===== config.mk =====
export PLATFORM = sky130hd
export DESIGN_NAME = gpio_ports
export DESIGN_NICKNAME = d
export VERILOG_FILES = /design/src/common/gpio_pkg.sv /design/src/rtl/gpio_ports.sv /design/src/rtl/port_pad_ctrl.sv
export SDC_FILE = /design/constraint.sdc
export NUM_CORES = 1
export LEC_CHECK = 0
export BUFFER_PORTS_ARGS = -buffer_cell sky130_fd_sc_hd__buf_2
export CORE_ASPECT_RATIO = 0.6
export CORE_MARGIN = 8
export CORE_UTILIZATION = 45
export CTS_CLUSTER_DIAMETER = 150
export DETAILED_ROUTE_END_ITERATION = 7
export PLACE_DENSITY = 0.72
export SLEW_MARGIN = 25
export SYNTH_ARGS = -nofsm -noshare
export SYNTH_HDL_FRONTEND = slang
export SYNTH_SLANG_ARGS = --single-unit

===== constraint.sdc =====
create_clock -name pclk -period 1.6 [get_ports pclk]
set_input_delay 0 -clock pclk [delete_from_list [all_inputs] [get_ports pclk]]
set_output_delay 0 -clock pclk [all_outputs]
set_load 0.01 [all_outputs]

===== src/common/gpio_pkg.sv =====
package gpio_pkg;

    // Register indices; the APB byte address is four times the index
    localparam logic [13:0] P2_LATCH_IDX = 14'h0002;
    localparam logic [13:0] P4_LATCH_IDX = 14'h0004;
    localparam logic [13:0] P7_LATCH_IDX = 14'h0007;
    localparam logic [13:0] P2_INPUT_IDX = 14'h000f;
    localparam logic [13:0] P4_INPUT_IDX = 14'h0011;
    localparam logic [13:0] P7_INPUT_IDX = 14'h0014;
    localparam logic [13:0] P2_DIR_IDX = 14'h0f1c;
    localparam logic [13:0] P4_DIR_IDX = 14'h0f1e;
    localparam logic [13:0] P7_DIR_IDX = 14'h0f21;
    localparam logic [13:0] P2_PULLUP_IDX = 14'h0f29;
    localparam logic [13:0] P4_PULLUP_IDX = 14'h0f2b;
    localparam logic [13:0] P2_FUNC_IDX = 14'h0f36;
    localparam logic [13:0] P4_FUNC_IDX = 14'h0f38;
    localparam logic [13:0] P7_FUNC_IDX = 14'h0f3e;
    localparam logic [13:0] P2_DRIVE_IDX = 14'h0f43;

    localparam int ADDR_W = 16;

    // Reset value shared by every control register
    localparam logic [7:0] REG_RESET = 8'h00;

    // Writable bits of the partly read-only registers
    localparam logic [7:0] P2_DRIVE_WMASK = 8'he7;
    localparam logic [7:0] P2_PULLUP_WMASK = 8'he7;
    localparam logic [7:0] P7_FUNC_WMASK = 8'h1f;

    // Port 4 bit 6 has no pull-up device
    localparam logic [7:0] P4_PULLUP_PRESENT = 8'hbf;

    // Bits whose function select routes a digital peripheral output
    localparam logic [7:0] P2_FUNC_OUT_MASK = 8'hff;
    localparam logic [7:0] P4_FUNC_OUT_MASK = 8'h30;
    localparam logic [7:0] P7_FUNC_OUT_MASK = 8'h1f;

    // I2C pins are forced open-drain while their function is on, the data pin only while sio_on_port2 is low
    localparam logic [7:0] P2_I2C_CLK_BIT = 8'h10;
    localparam logic [7:0] P2_I2C_DATA_BIT = 8'h08;

endpackage


===== src/rtl/gpio_ports.sv =====
// Overview of operation
// Per-bit direction, 0 input, 1 output.
// Output mode drives latch value onto pin.
// Port2 drive type selects push-pull or open-drain.
// Open-drain one floats or is pulled up.
// Port2 pull-up only for input or open-drain.
// Port2 readback: input/open-drain pin, push-pull zero.
// Port2 function bits route serial outputs.
// Port2 input pins feed serial receivers.
// Port4 pull-ups on all bits but six.
// Port4 pull-up needs wakeup or plain input.
// Key wakeup works without function select.
// Port4 function enables analog, bits 5,4 pulses.
// Port4 readback only when direction, function zero.
// Port4 inputs feed stop, trigger, wakeup, analog.
// Port7 inputs feed interrupts and timer inputs.
// Port7 function bits route divider, timer outputs.
// All three ports carry alternate peripheral uses.
// Port7 readback: input pin, output zero.
// Reset clears all latches and controls.
`timescale 1ns/1ps

module gpio_ports
(
    // APB slave
    input wire logic pclk,
    input wire logic presetn,
    input wire logic psel,
    input wire logic penable,
    input wire logic pwrite,
    input wire logic [gpio_pkg::ADDR_W-1:0] paddr,
    input wire logic [31:0] pwdata,
    output logic [31:0] prdata,
    output logic pready,
    output logic pslverr,
    // Port 2 pads
    input wire logic [7:0] port2_pin_in,
    output logic [7:0] port2_pin_out,
    output logic [7:0] port2_pin_oe,
    output logic [7:0] port2_pullup_on,
    // Port 4 pads
    input wire logic [7:0] port4_pin_in,
    output logic [7:0] port4_pin_out,
    output logic [7:0] port4_pin_oe,
    output logic [7:0] port4_pullup_on,
    output logic [7:0] port4_analog_enable,
    // Port 7 pads
    input wire logic [7:0] port7_pin_in,
    output logic [7:0] port7_pin_out,
    output logic [7:0] port7_pin_oe,
    // Serial peripherals
    input wire logic sio_on_port2,
    input wire logic uart2_transmit_out,
    input wire logic uart0_transmit_out,
    input wire logic sync_serial_clock_out,
    input wire logic sync_serial_data_out,
    input wire logic i2c_clock_line_out,
    input wire logic i2c_data_line_out,
    output logic uart2_receive_in,
    output logic uart0_receive_in,
    output logic sync_serial_clock_in,
    output logic sync_serial_data_in,
    output logic i2c_clock_line_in,
    output logic i2c_data_line_in,
    // Key wakeup, analog and ten-bit timer
    input wire logic [7:0] key_wakeup_enable,
    input wire logic ten_bit_pulse_out_a,
    input wire logic ten_bit_pulse_out_b,
    output logic [7:0] key_wakeup_input,
    output logic [7:0] analog_input_line,
    output logic emergency_stop_input,
    output logic ten_bit_timer_trigger_in,
    // Interrupts, divider and timers
    input wire logic divider_output,
    input wire logic wide_timer1_pulse_out,
    input wire logic wide_timer0_pulse_out,
    input wire logic byte_timer1_pulse_out,
    input wire logic byte_timer0_pulse_out,
    output logic ext_interrupt_four,
    output logic ext_interrupt_three,
    output logic ext_interrupt_two,
    output logic wide_timer1_input,
    output logic wide_timer0_input,
    output logic byte_timer1_input,
    output logic byte_timer0_input
);

    function automatic logic reg_hit(input logic [gpio_pkg::ADDR_W-1:0] addr,
                                     input logic [13:0] idx);
        reg_hit = (addr == {idx, 2'b00});
    endfunction

    logic [7:0] p2_latch_r, p2_dir_r, p2_func_r, p2_drive_r, p2_pullup_r;
    logic [7:0] p4_latch_r, p4_dir_r, p4_func_r, p4_pullup_r;
    logic [7:0] p7_latch_r, p7_dir_r, p7_func_r;
    logic [31:0] prdata_r;
    logic pready_r, pslverr_r;

    logic setup_phase, write_take;
    assign setup_phase = psel & ~penable;
    assign write_take = psel & penable & pready_r & pwrite;

    // Control registers, all cleared by reset
    always_ff @(posedge pclk or negedge presetn)
    begin
        if (!presetn)
        begin
            p2_latch_r <= gpio_pkg::REG_RESET;
            p2_dir_r <= gpio_pkg::REG_RESET;
            p2_func_r <= gpio_pkg::REG_RESET;
            p2_drive_r <= gpio_pkg::REG_RESET;
            p2_pullup_r <= gpio_pkg::REG_RESET;
        end
        else if (write_take)
        begin
            if (reg_hit(paddr, gpio_pkg::P2_LATCH_IDX))
                p2_latch_r <= pwdata[7:0];
            if (reg_hit(paddr, gpio_pkg::P2_DIR_IDX))
                p2_dir_r <= pwdata[7:0];
            if (reg_hit(paddr, gpio_pkg::P2_FUNC_IDX))
                p2_func_r <= pwdata[7:0];
            if (reg_hit(paddr, gpio_pkg::P2_DRIVE_IDX))
                p2_drive_r <= pwdata[7:0] & gpio_pkg::P2_DRIVE_WMASK;
            if (reg_hit(paddr, gpio_pkg::P2_PULLUP_IDX))
                p2_pullup_r <= pwdata[7:0] & gpio_pkg::P2_PULLUP_WMASK;
        end
    end

    always_ff @(posedge pclk or negedge presetn)
    begin
        if (!presetn)
        begin
            p4_latch_r <= gpio_pkg::REG_RESET;
            p4_dir_r <= gpio_pkg::REG_RESET;
            p4_func_r <= gpio_pkg::REG_RESET;
            p4_pullup_r <= gpio_pkg::REG_RESET;
        end
        else if (write_take)
        begin
            if (reg_hit(paddr, gpio_pkg::P4_LATCH_IDX))
                p4_latch_r <= pwdata[7:0];
            if (reg_hit(paddr, gpio_pkg::P4_DIR_IDX))
                p4_dir_r <= pwdata[7:0];
            if (reg_hit(paddr, gpio_pkg::P4_FUNC_IDX))
                p4_func_r <= pwdata[7:0];
            if (reg_hit(paddr, gpio_pkg::P4_PULLUP_IDX))
                p4_pullup_r <= pwdata[7:0];
        end
    end

    always_ff @(posedge pclk or negedge presetn)
    begin
        if (!presetn)
        begin
            p7_latch_r <= gpio_pkg::REG_RESET;
            p7_dir_r <= gpio_pkg::REG_RESET;
            p7_func_r <= gpio_pkg::REG_RESET;
        end
        else if (write_take)
        begin
            if (reg_hit(paddr, gpio_pkg::P7_LATCH_IDX))
                p7_latch_r <= pwdata[7:0];
            if (reg_hit(paddr, gpio_pkg::P7_DIR_IDX))
                p7_dir_r <= pwdata[7:0];
            if (reg_hit(paddr, gpio_pkg::P7_FUNC_IDX))
                p7_func_r <= pwdata[7:0] & gpio_pkg::P7_FUNC_WMASK;
        end
    end

    // Effective drive type: I2C pins are open-drain whenever they carry I2C
    logic [7:0] p2_odrain, p2_fn_val, p4_fn_val, p7_fn_val;
    assign p2_odrain = p2_drive_r
                     | (p2_func_r & gpio_pkg::P2_I2C_CLK_BIT)
                     | (p2_func_r & gpio_pkg::P2_I2C_DATA_BIT & {8{~sio_on_port2}});

    // Peripheral outputs per pin
    assign p2_fn_val = {uart2_transmit_out, uart2_transmit_out, sync_serial_clock_out,
                        i2c_clock_line_out,
                        sio_on_port2 ? sync_serial_data_out : i2c_data_line_out,
                        sync_serial_clock_out, uart0_transmit_out,
                        sio_on_port2 ? sync_serial_data_out : uart0_transmit_out};
    assign p4_fn_val = {2'b00, ten_bit_pulse_out_b, ten_bit_pulse_out_a, 4'h0};
    assign p7_fn_val = {3'b000, divider_output, wide_timer1_pulse_out,
                        wide_timer0_pulse_out, byte_timer1_pulse_out,
                        byte_timer0_pulse_out};

    logic [7:0] p2_val, p2_oe, p4_val, p4_oe, p7_val, p7_oe;

    port_pad_ctrl u_port2
    (
        .latch(p2_latch_r),
        .dir(p2_dir_r),
        .func(p2_func_r),
        .odrain(p2_odrain),
        .func_out_mask(gpio_pkg::P2_FUNC_OUT_MASK),
        .func_value(p2_fn_val),
        .drive_val(p2_val),
        .drive_oe(p2_oe)
    );

    port_pad_ctrl u_port4
    (
        .latch(p4_latch_r),
        .dir(p4_dir_r),
        .func(p4_func_r),
        .odrain(8'h00),
        .func_out_mask(gpio_pkg::P4_FUNC_OUT_MASK),
        .func_value(p4_fn_val),
        .drive_val(p4_val),
        .drive_oe(p4_oe)
    );

    port_pad_ctrl u_port7
    (
        .latch(p7_latch_r),
        .dir(p7_dir_r),
        .func(p7_func_r),
        .odrain(8'h00),
        .func_out_mask(gpio_pkg::P7_FUNC_OUT_MASK),
        .func_value(p7_fn_val),
        .drive_val(p7_val),
        .drive_oe(p7_oe)
    );

    // Input readback views
    logic [7:0] p2_rd, p4_rd, p7_rd, p2_in_mode, p4_in_mode, p7_in_mode;
    assign p2_in_mode = ~p2_dir_r;
    assign p4_in_mode = ~p4_dir_r;
    assign p7_in_mode = ~p7_dir_r;
    assign p2_rd = port2_pin_in & (p2_in_mode | p2_odrain);
    assign p4_rd = port4_pin_in & p4_in_mode & ~p4_func_r;
    assign p7_rd = port7_pin_in & p7_in_mode;

    // Pads, registered so every output comes from a flip-flop
    always_ff @(posedge pclk or negedge presetn)
    begin
        if (!presetn)
        begin
            port2_pin_out <= 8'h00;
            port2_pin_oe <= 8'h00;
            port2_pullup_on <= 8'h00;
            port4_pin_out <= 8'h00;
            port4_pin_oe <= 8'h00;
            port4_pullup_on <= 8'h00;
            port4_analog_enable <= 8'h00;
            port7_pin_out <= 8'h00;
            port7_pin_oe <= 8'h00;
        end
        else
        begin
            port2_pin_out <= p2_val;
            port2_pin_oe <= p2_oe;
            port2_pullup_on <= p2_pullup_r & (p2_in_mode | p2_odrain);
            port4_pin_out <= p4_val;
            port4_pin_oe <= p4_oe;
            port4_pullup_on <= p4_pullup_r & gpio_pkg::P4_PULLUP_PRESENT
                               & (key_wakeup_enable | (p4_in_mode & ~p4_func_r));
            port4_analog_enable <= p4_func_r;
            port7_pin_out <= p7_val;
            port7_pin_oe <= p7_oe;
        end
    end

    // Receivers idle high when no pin feeds them; the first input pin wins
    always_ff @(posedge pclk or negedge presetn)
    begin
        if (!presetn)
        begin
            uart2_receive_in <= 1'b1;
            uart0_receive_in <= 1'b1;
            sync_serial_clock_in <= 1'b1;
            sync_serial_data_in <= 1'b1;
            i2c_clock_line_in <= 1'b1;
            i2c_data_line_in <= 1'b1;
        end
        else
        begin
            uart2_receive_in <= p2_in_mode[7] ? port2_pin_in[7] :
                                p2_in_mode[6] ? port2_pin_in[6] : 1'b1;
            sync_serial_clock_in <= p2_in_mode[5] ? port2_pin_in[5] :
                                    p2_in_mode[2] ? port2_pin_in[2] : 1'b1;
            sync_serial_data_in <= p2_in_mode[4] ? port2_pin_in[4] :
                                   (sio_on_port2 & p2_in_mode[1]) ? port2_pin_in[1] : 1'b1;
            uart0_receive_in <= (~sio_on_port2 & p2_in_mode[1]) ? port2_pin_in[1] :
                                p2_in_mode[0] ? port2_pin_in[0] : 1'b1;
            // Open-drain bus lines are always observed, even while driving low
            i2c_clock_line_in <= port2_pin_in[4];
            i2c_data_line_in <= port2_pin_in[3];
        end
    end

    // Key wakeup sees the pin regardless of function select
    always_ff @(posedge pclk or negedge presetn)
    begin
        if (!presetn)
        begin
            key_wakeup_input <= 8'h00;
            analog_input_line <= 8'h00;
            emergency_stop_input <= 1'b1;
            ten_bit_timer_trigger_in <= 1'b0;
        end
        else
        begin
            key_wakeup_input <= port4_pin_in;
            analog_input_line <= port4_pin_in & p4_func_r;
            // Stop input is active low, so it idles high when not an input
            emergency_stop_input <= p4_in_mode[7] ? port4_pin_in[7] : 1'b1;
            ten_bit_timer_trigger_in <= port4_pin_in[6] & p4_in_mode[6];
        end
    end

    always_ff @(posedge pclk or negedge presetn)
    begin
        if (!presetn)
        begin
            ext_interrupt_four <= 1'b0;
            ext_interrupt_three <= 1'b0;
            ext_interrupt_two <= 1'b0;
            wide_timer1_input <= 1'b0;
            wide_timer0_input <= 1'b0;
            byte_timer1_input <= 1'b0;
            byte_timer0_input <= 1'b0;
        end
        else
        begin
            ext_interrupt_four <= p7_rd[7];
            ext_interrupt_three <= p7_rd[6];
            ext_interrupt_two <= p7_rd[5];
            wide_timer1_input <= p7_rd[3];
            wide_timer0_input <= p7_rd[2];
            byte_timer1_input <= p7_rd[1];
            byte_timer0_input <= p7_rd[0];
        end
    end

    // APB: data is prepared in the setup cycle, so the access phase has no wait
    logic [7:0] rd_byte;
    logic rd_hit;

    always_comb
    begin
        rd_hit = 1'b1;
        rd_byte = 8'h00;
        if (reg_hit(paddr, gpio_pkg::P2_LATCH_IDX))
            rd_byte = p2_latch_r;
        else if (reg_hit(paddr, gpio_pkg::P4_LATCH_IDX))
            rd_byte = p4_latch_r;
        else if (reg_hit(paddr, gpio_pkg::P7_LATCH_IDX))
            rd_byte = p7_latch_r;
        else if (reg_hit(paddr, gpio_pkg::P2_INPUT_IDX))
            rd_byte = p2_rd;
        else if (reg_hit(paddr, gpio_pkg::P4_INPUT_IDX))
            rd_byte = p4_rd;
        else if (reg_hit(paddr, gpio_pkg::P7_INPUT_IDX))
            rd_byte = p7_rd;
        else if (reg_hit(paddr, gpio_pkg::P2_DIR_IDX))
            rd_byte = p2_dir_r;
        else if (reg_hit(paddr, gpio_pkg::P4_DIR_IDX))
            rd_byte = p4_dir_r;
        else if (reg_hit(paddr, gpio_pkg::P7_DIR_IDX))
            rd_byte = p7_dir_r;
        else if (reg_hit(paddr, gpio_pkg::P2_PULLUP_IDX))
            rd_byte = p2_pullup_r;
        else if (reg_hit(paddr, gpio_pkg::P4_PULLUP_IDX))
            rd_byte = p4_pullup_r;
        else if (reg_hit(paddr, gpio_pkg::P2_FUNC_IDX))
            rd_byte = p2_func_r;
        else if (reg_hit(paddr, gpio_pkg::P4_FUNC_IDX))
            rd_byte = p4_func_r;
        else if (reg_hit(paddr, gpio_pkg::P7_FUNC_IDX))
            rd_byte = p7_func_r;
        else if (reg_hit(paddr, gpio_pkg::P2_DRIVE_IDX))
            rd_byte = p2_drive_r;
        else
            rd_hit = 1'b0;
    end

    always_ff @(posedge pclk or negedge presetn)
    begin
        if (!presetn)
        begin
            prdata_r <= 32'h0000_0000;
            pready_r <= 1'b0;
            pslverr_r <= 1'b0;
        end
        else if (setup_phase)
        begin
            prdata_r <= pwrite ? 32'h0000_0000 : {24'h000000, rd_byte};
            pready_r <= 1'b1;
            pslverr_r <= ~rd_hit;
        end
        else
        begin
            pready_r <= 1'b0;
            pslverr_r <= 1'b0;
        end
    end

    assign prdata = prdata_r;
    assign pready = pready_r;
    assign pslverr = pslverr_r;

endmodule


===== src/rtl/port_pad_ctrl.sv =====
`timescale 1ns/1ps

// Output path of one eight-bit port: value and enable for each pad
module port_pad_ctrl
(
    // Control state
    input wire logic [7:0] latch,
    input wire logic [7:0] dir,
    input wire logic [7:0] func,
    input wire logic [7:0] odrain,
    // Peripheral side
    input wire logic [7:0] func_out_mask,
    input wire logic [7:0] func_value,
    // Pad side
    output logic [7:0] drive_val,
    output logic [7:0] drive_oe
);

    always_comb
    begin
        for (int i = 0; i < 8; i++)
        begin
            // Function bits inside func_out_mask route the peripheral, otherwise the latch
            drive_val[i] = (func[i] & func_out_mask[i]) ? func_value[i] : latch[i];
            // Open drain never drives a one; the pad floats or is pulled up
            drive_oe[i] = dir[i] & ~(odrain[i] & drive_val[i]);
        end
    end

endmodule


==> reports/metrics.csv, run 1 <==
stage,metric,value,unit
global_route,grt-ovfl-total,0,
drt,antenna_left,0,
critical_path,crit_fanout,8,
power,power.density,848,nW/um^2
drt,dr.pass1.iters,5,
cells_and_area,fin_nets,1186,
yosys,synth-seq-cells,199,
cells_and_area,utilization,64.7,%
floorplan,rows,39,
power,peakVddDrop,0.873,mV
timing,tightest_slew,0.690,ns
cts,clock_latency,0.45,ns
power,leakage,0.00636,uW
drt,topRoutingLayerUsed,met4,
placement,dp_hpwl,23.4,mm
drt,via_count,7681,
timing,period_share,102,%
min_path,hold_class,in2reg,
drt,wl_met3,3.21,mm
yosys,synth.yosys.seq_area_share,56.7,%
timing,setup_viol,8,
critical_path,end_kind,flop,
critical_path,cp.arrival,1.96,ns
drt,drc,0,
global_route,grt_pass1_vias,7864,
floorplan,core_area,19100,um^2
yosys,synth_ff_type,dfrtp_1,
timing,slew_headroom,53.7,%
cts,root_buffer,clkbuf_16,
timing,hold_viol_final,0,
timing,finalCriticalPeriod,1.63,ns
yosys,synthCells,722,
cells_and_area,final_cell_mix,"192 x dfrtp_1, 178 x buf_2, 133 x buf_4, 92 x mux2_2, 54 x dlygate4sd3_1",
global_route,grt_start_max_net_pins,58,
global_route,grt_pass1_wl,48.3,mm
global_route,grt.total_usage,25.9,%
drt,vias_per_cell,5.62,
timing,fmax,615,MHz
critical_path,worstPathRequired,1.93,ns
cts,cts.reportedPaths.clkPinSlew,0.07,ns
global_route,antenna_found_initial,0,
floorplan,dieArea,24400,um^2
placement,numPortBuffers,183,
drt,routed_wl,31.5,mm
cts,cts_sinks,199,
yosys,post_synth.cell_area_avg,12.2,um^2
status,status,finished with violations,
floorplan,die_h,124,um
flow_run,cap_violations,0,
floorplan,boundaryPins,236,
timing,skew,0.00852,ns
critical_path,crit_type,in2reg,
cts,cts_buffers,17,
cts,clockBufferDepth,2,
drt,wl_met2,13.8,mm
critical_path,crit_path_start_kind,input pin,
yosys,postSynth.asyncResetShare,100,%
cells_and_area,syn2layout_area_growth,40.3,%
cts,cts-htree-levels,4,
timing,setup_ws,-0.0255,ns
cts,cts_tree,done,
drt,wl_per_cell,23.1,um
power,finalPower,10500,uW
yosys,syn-cell-area,8800,um^2
drt,first_iter_violations,738,
floorplan,fp.dieW,197,um
timing,slew_viol_final,0,
yosys,synth_warnings,0,
cells_and_area,layout_commonest_cell,dfrtp_1,
cells_and_area,diodes,0,
status,violations,negative setup slack,
drt,wl_met1,14.0,mm
placement,place_congestion,0.985,
floorplan,start_util,46.1,%
cells_and_area,drive_gt1_share,46.7,%
yosys,yosysUniqueCellTypes,62,
timing,rsz0062_at_grt,yes,
yosys,synth-edff-count,0,
[critical path: stages]
cell	delay, ns
buf_2	0.13
or4_4	0.52
or4_4	0.67
nor2_8	0.30
mux2_4	0.33
[worst paths after layout]
kind	slack [ns]	cells after the start	start	to
min in group asynchronous	0.08	2	presetn	port4_pullup_on[4]$_DFF_PN0_
max	-0.03	5	paddr[7]	p2_latch_r[0]$_DFFE_PN0P_
min reg2reg	0.43	0	p4_latch_r[3]$_DFFE_PN0P_	port4_pin_out[3]$_DFF_PN0_
max in group asynchronous	0.79	3	presetn	uart2_receive_in$_DFF_PN1_
max reg2reg	0.04	6	p2_drive_r[0]$_DFFE_PN0P_	prdata[0]$_DFFE_PN0P_
min	0.04	2	pwdata[6]	p2_drive_r[6]$_DFFE_PN0P_
[where the power goes]
part | total [uW] | internal [uW] | switching, uW
registers | 5090 | 5080 | 16.2
logic | 815 | 340 | 475
clock network | 4550 | 2570 | 1980
total | 10500 | 7990 | 2470
[per-stage QoR]
step                std cells  hold WS (ns)  instance area, um^2  worst slack, ns  setup TNS [ns]
floorplan                 748        -0.296                 9010           -0.344          -13.27
CTS                      1365       0.00339                12200          0.00397               0
global route             1366        0.0421                12300          -0.0425          -0.364
global placement         1278       -0.0102                11000           -0.558          -35.24
finish                   1366        0.0388                12300          -0.0255          -0.161
detailed placement       1278       -0.0122                11000           -0.583          -35.38
[synthesized netlist by cell type, drive strengths merged, types with 3 or more instances]
library cell | number | area [um^2]
a211o | 4 | 35.0
a211oi | 5 | 37.5
a21boi | 6 | 45.0
a21oi | 19 | 95.1
a221o | 3 | 30.0
a221oi | 13 | 114
a22o | 4 | 35.0
a22oi | 3 | 22.5
a31oi | 8 | 50.1
a32oi | 4 | 35.0
and2 | 15 | 93.8
and4 | 5 | 43.8
buf | 40 | 282
clkbuf | 18 | 67.6
dfrtp | 192 | 4800
dfstp | 7 | 184
inv | 9 | 33.8
mux2 | 102 | 1150
nand2 | 36 | 138
nand2b | 10 | 62.6
nand3 | 21 | 105
nand4 | 9 | 62.6
nand4b | 4 | 35.0
nor2 | 46 | 201
nor2b | 13 | 81.3
nor3 | 15 | 75.1
nor3b | 3 | 22.5
nor4 | 26 | 251
o211ai | 3 | 22.5
o21a | 8 | 60.1
o21ai | 23 | 119
o22ai | 10 | 62.6
o311a | 3 | 30.0
or4 | 10 | 86.3
or4b | 5 | 50.1
[repair_timing]
item | in CTS | in global routing
setup endpoints to repair | 14 | 35
gates resized for setup | 5 | 27
setup buffers | 0 | 1
gates cloned | 1 | 0
hold buffers | 54 | 0
pin swaps | 1 | 10
hold endpoints to repair | 320 | 0
[cells by family (layout without fill, tap and decap cells)]
group	after synthesis	in the layout	share of synthesized area, %
and+or+nand+nor	231	232	16.2
DFF	199	199	56.7
AOI/OAI and AO/OA	121	121	9.56
muxes	103	103	13.2
buffers and inverters	67	418	4.35
other	1	27	0.0426
[area by class of cell]
type | instances | area, um^2
multi-input combinational | 483 | 3740
tap | 266 | 333
fill | 1488 | 6740
clock inverter | 12 | 166
sequential | 199 | 4990
inverter | 9 | 33.8
timing repair buffer | 377 | 2620
clock buffer | 20 | 457
[layer usage]
metal	vias up	GRT usage (%)
li1	3372	-
met1	3879	37.0
met2	393	38.0
met3	37	7.66
met4	0	6.26
met5	-	0
(Power assumes the default switching activity.)
==> run 2: changes to the inputs <==
- CORE_ASPECT_RATIO: 0.6 -> default
- CORE_UTILIZATION: 45 -> 48
- PLACE_DENSITY: 0.72 -> 0.76
==> run 2 against run 1 <==
Compared with the run above: the flow now finishes without violations; die area is 6.2% lower; worst setup slack better by 0.030 ns; global-route usage is 1.2 points higher; via count is 0.14% lower; register-to-register slack worse by 0.02 ns; wire length is 2.1% lower; critical path type unchanged; largest power group unchanged; highest routed layer unchanged.
==> reports/metrics.csv, run 2 (synthesis gave the netlist of run 1 again) <==
stage,metric,value,unit,change
status,status,finished clean,,
power,leakage,0.00635,uW,-0.22%
cells_and_area,syn2layout_area_growth,40.4,%,
critical_path,crit_chain,"buf_6, or4b_4, or4_4, nor2_8, mux2_4",,
cts,clock_latency,0.45,ns,about the same
cells_and_area,final_cell_mix,"192 x dfrtp_1, 182 x buf_2, 135 x buf_4, 91 x mux2_2, 52 x dlygate4sd3_1",,
drt,drc,0,,unchanged
min_path,hold_path_depth,5,,+3
global_route,grt_start_max_net_pins,45,,-22%
floorplan,die_h,151,um,+22%
timing,skew,0.0116,ns,+0.00312 ns
global_route,grt.total_usage,27.1,%,+1.2 points
floorplan,rows,49,,+26%
cells_and_area,drive_gt1_share,47.6,%,+0.92 points
placement,numPortBuffers,183,,unchanged
cts,cts_buffers,17,,unchanged
cells_and_area,diodes,0,,unchanged
power,peakVddDrop,0.839,mV,-3.8%
drt,routed_wl,30.8,mm,-2.1%
critical_path,crit_path_start_kind,input pin,,
timing,slew_headroom,62.7,%,+9.0 points
timing,fmax,627,MHz,+1.9%
critical_path,crit_slowest_cell,or4_4,,
timing,finalCriticalPeriod,1.60,ns,-0.0298 ns
timing,whs,0.0168,ns,-0.0220 ns
cts,cts-htree-levels,4,,unchanged
drt,wl_per_cell,23.1,um,+0.18%
cells_and_area,utilization,68.8,%,+4.1 points
floorplan,core_area,18000,um^2,-5.8%
timing,slew_viol_final,0,,unchanged
timing,hold_viol_final,0,,unchanged
drt,vias_per_cell,5.75,,+2.2%
critical_path,end_kind,flop,,
floorplan,start_util,49.0,%,+2.9 points
min_path,hold_class,in2reg,,
cts,cts.reportedPaths.clkPinSlew,0.08,ns,about the same
global_route,grt-ovfl-total,0,,unchanged
timing,tightest_slew,0.553,ns,-0.137 ns
drt,wl_met3,2.44,mm,-24%
global_route,grt_pass1_vias,8202,,+4.3%
cts,root_buffer,clkbuf_16,,
critical_path,cpPeakStageDelay,0.63,ns,-0.04 ns
critical_path,crit_family,simple AND/OR/NAND/NOR gates,,
critical_path,cp.arrival,1.93,ns,-0.03 ns
critical_path,worst-path-stages,5,,unchanged
placement,place_congestion,0.949,,-3.6%
drt,topRoutingLayerUsed,met4,,
drt,dr.pass1.iters,5,,unchanged
placement,place_inst,1241,,-2.9%
cts,cts_sinks,199,,unchanged
timing,period_share,99.7,%,-1.9 points
power,power.density,850,nW/um^2,+0.24%
cells_and_area,finalNonFillerCells,1335,,-2.3%
timing,rsz0062_at_grt,yes,,
drt,wl_met2,15.3,mm,+11%
floorplan,fp.dieW,151,um,-23%
critical_path,reg2regPathDepth,4,,-2
floorplan,boundaryPins,236,,unchanged
flow_run,cap_violations,0,,unchanged
global_route,antenna_found_initial,0,,unchanged
drt,via_count,7670,,-0.14%
critical_path,crit_type,in2reg,,
critical_path,critical_path_buf_inv_count,1,,unchanged
placement,dp_hpwl,22.5,mm,-3.6%
drt,first_iter_violations,581,,-21%
timing,setup_viol,0,,-8
critical_path,worstPathRequired,1.93,ns,about the same
drt,wl_met1,11.7,mm,-17%
drt,antenna_left,0,,unchanged
cells_and_area,layout_commonest_cell,dfrtp_1,,
critical_path,crit_fanout,8,,unchanged
power,finalPower,10500,uW,+0.35%
cells_and_area,fin_nets,1192,,+0.51%
floorplan,dieArea,22900,um^2,-6.2%
cts,cts_tree,done,,
global_route,grt_pass1_wl,46.4,mm,-4.0%
cts,clockBufferDepth,2,,unchanged
run 2: final cells by class:
class                      instances  area (um^2)
clock buffer                      17          425
sequential                       199         4990
multi-input combinational        483         3740
timing repair buffer             383         2680
inverter                           9         33.8
clock inverter                    15          203
tap                              229          287
fill                            1322         5610
run 2: tightest hold or removal path, cell delays in order:
cell       delay [ns]
buf_2            0.15
nand2_1          0.06
a2111oi_0        0.09
nand2_1          0.07
o21ai_1          0.06
run 2: power breakdown:
| group | leakage [uW] | total [uW] | switching (uW) | internal, uW |
|---|---|---|---|---|
| Clock | 0.000304 | 4600 | 2190 | 2410 |
| Sequential | 0.00271 | 5090 | 16.5 | 5070 |
| Combinational | 0.00333 | 802 | 465 | 337 |
| Total | 0.00635 | 10500 | 2670 | 7820 |
run 2: layer usage:
metal  vias to the layer above  track usage [%]
met3                        81             6.04
met4                         0             15.4
met5                         -                0
li1                       3375                -
met1                      3826             31.5
met2                       388             45.7
run 2: path summary, 6_finish.rpt:
kind                                      startpoint                                to  slack, ns
max                                         paddr[1]         p2_latch_r[2]$_DFFE_PN0P_      0.004
min                                  port2_pin_in[1]             prdata[1]$_DFFE_PN0P_       0.02
max reg2reg                         pready$_DFF_PN0_           p7_dir_r[1]$_DFFE_PN0P_       0.02
min reg2reg                p7_latch_r[5]$_DFFE_PN0P_        port7_pin_out[5]$_DFF_PN0_       0.42
max in group asynchronous                    presetn        i2c_data_line_in$_DFF_PN1_       0.90
min in group asynchronous                    presetn  port4_analog_enable[6]$_DFF_PN0_       0.06
run 2: timing repair:
action,4_1_cts,5_1_grt
hold buffers,52,0
setup buffers,5,3
endpoints found under the hold margin,292,0
gates resized for setup,6,26
pin swaps,2,13
endpoints found under the setup margin,19,44
gates cloned,1,1
run 2: per-stage QoR:
step                      area (um^2)  TNS (ns)  setup WS, ns
after floorplan                  9010    -13.27        -0.344
after global placement          11000    -35.55        -0.495
after detailed placement        11000    -35.87        -0.517
after CTS                       12200         0        0.0115
after global routing            12400   -0.0151       -0.0151
final                           12400         0       0.00430
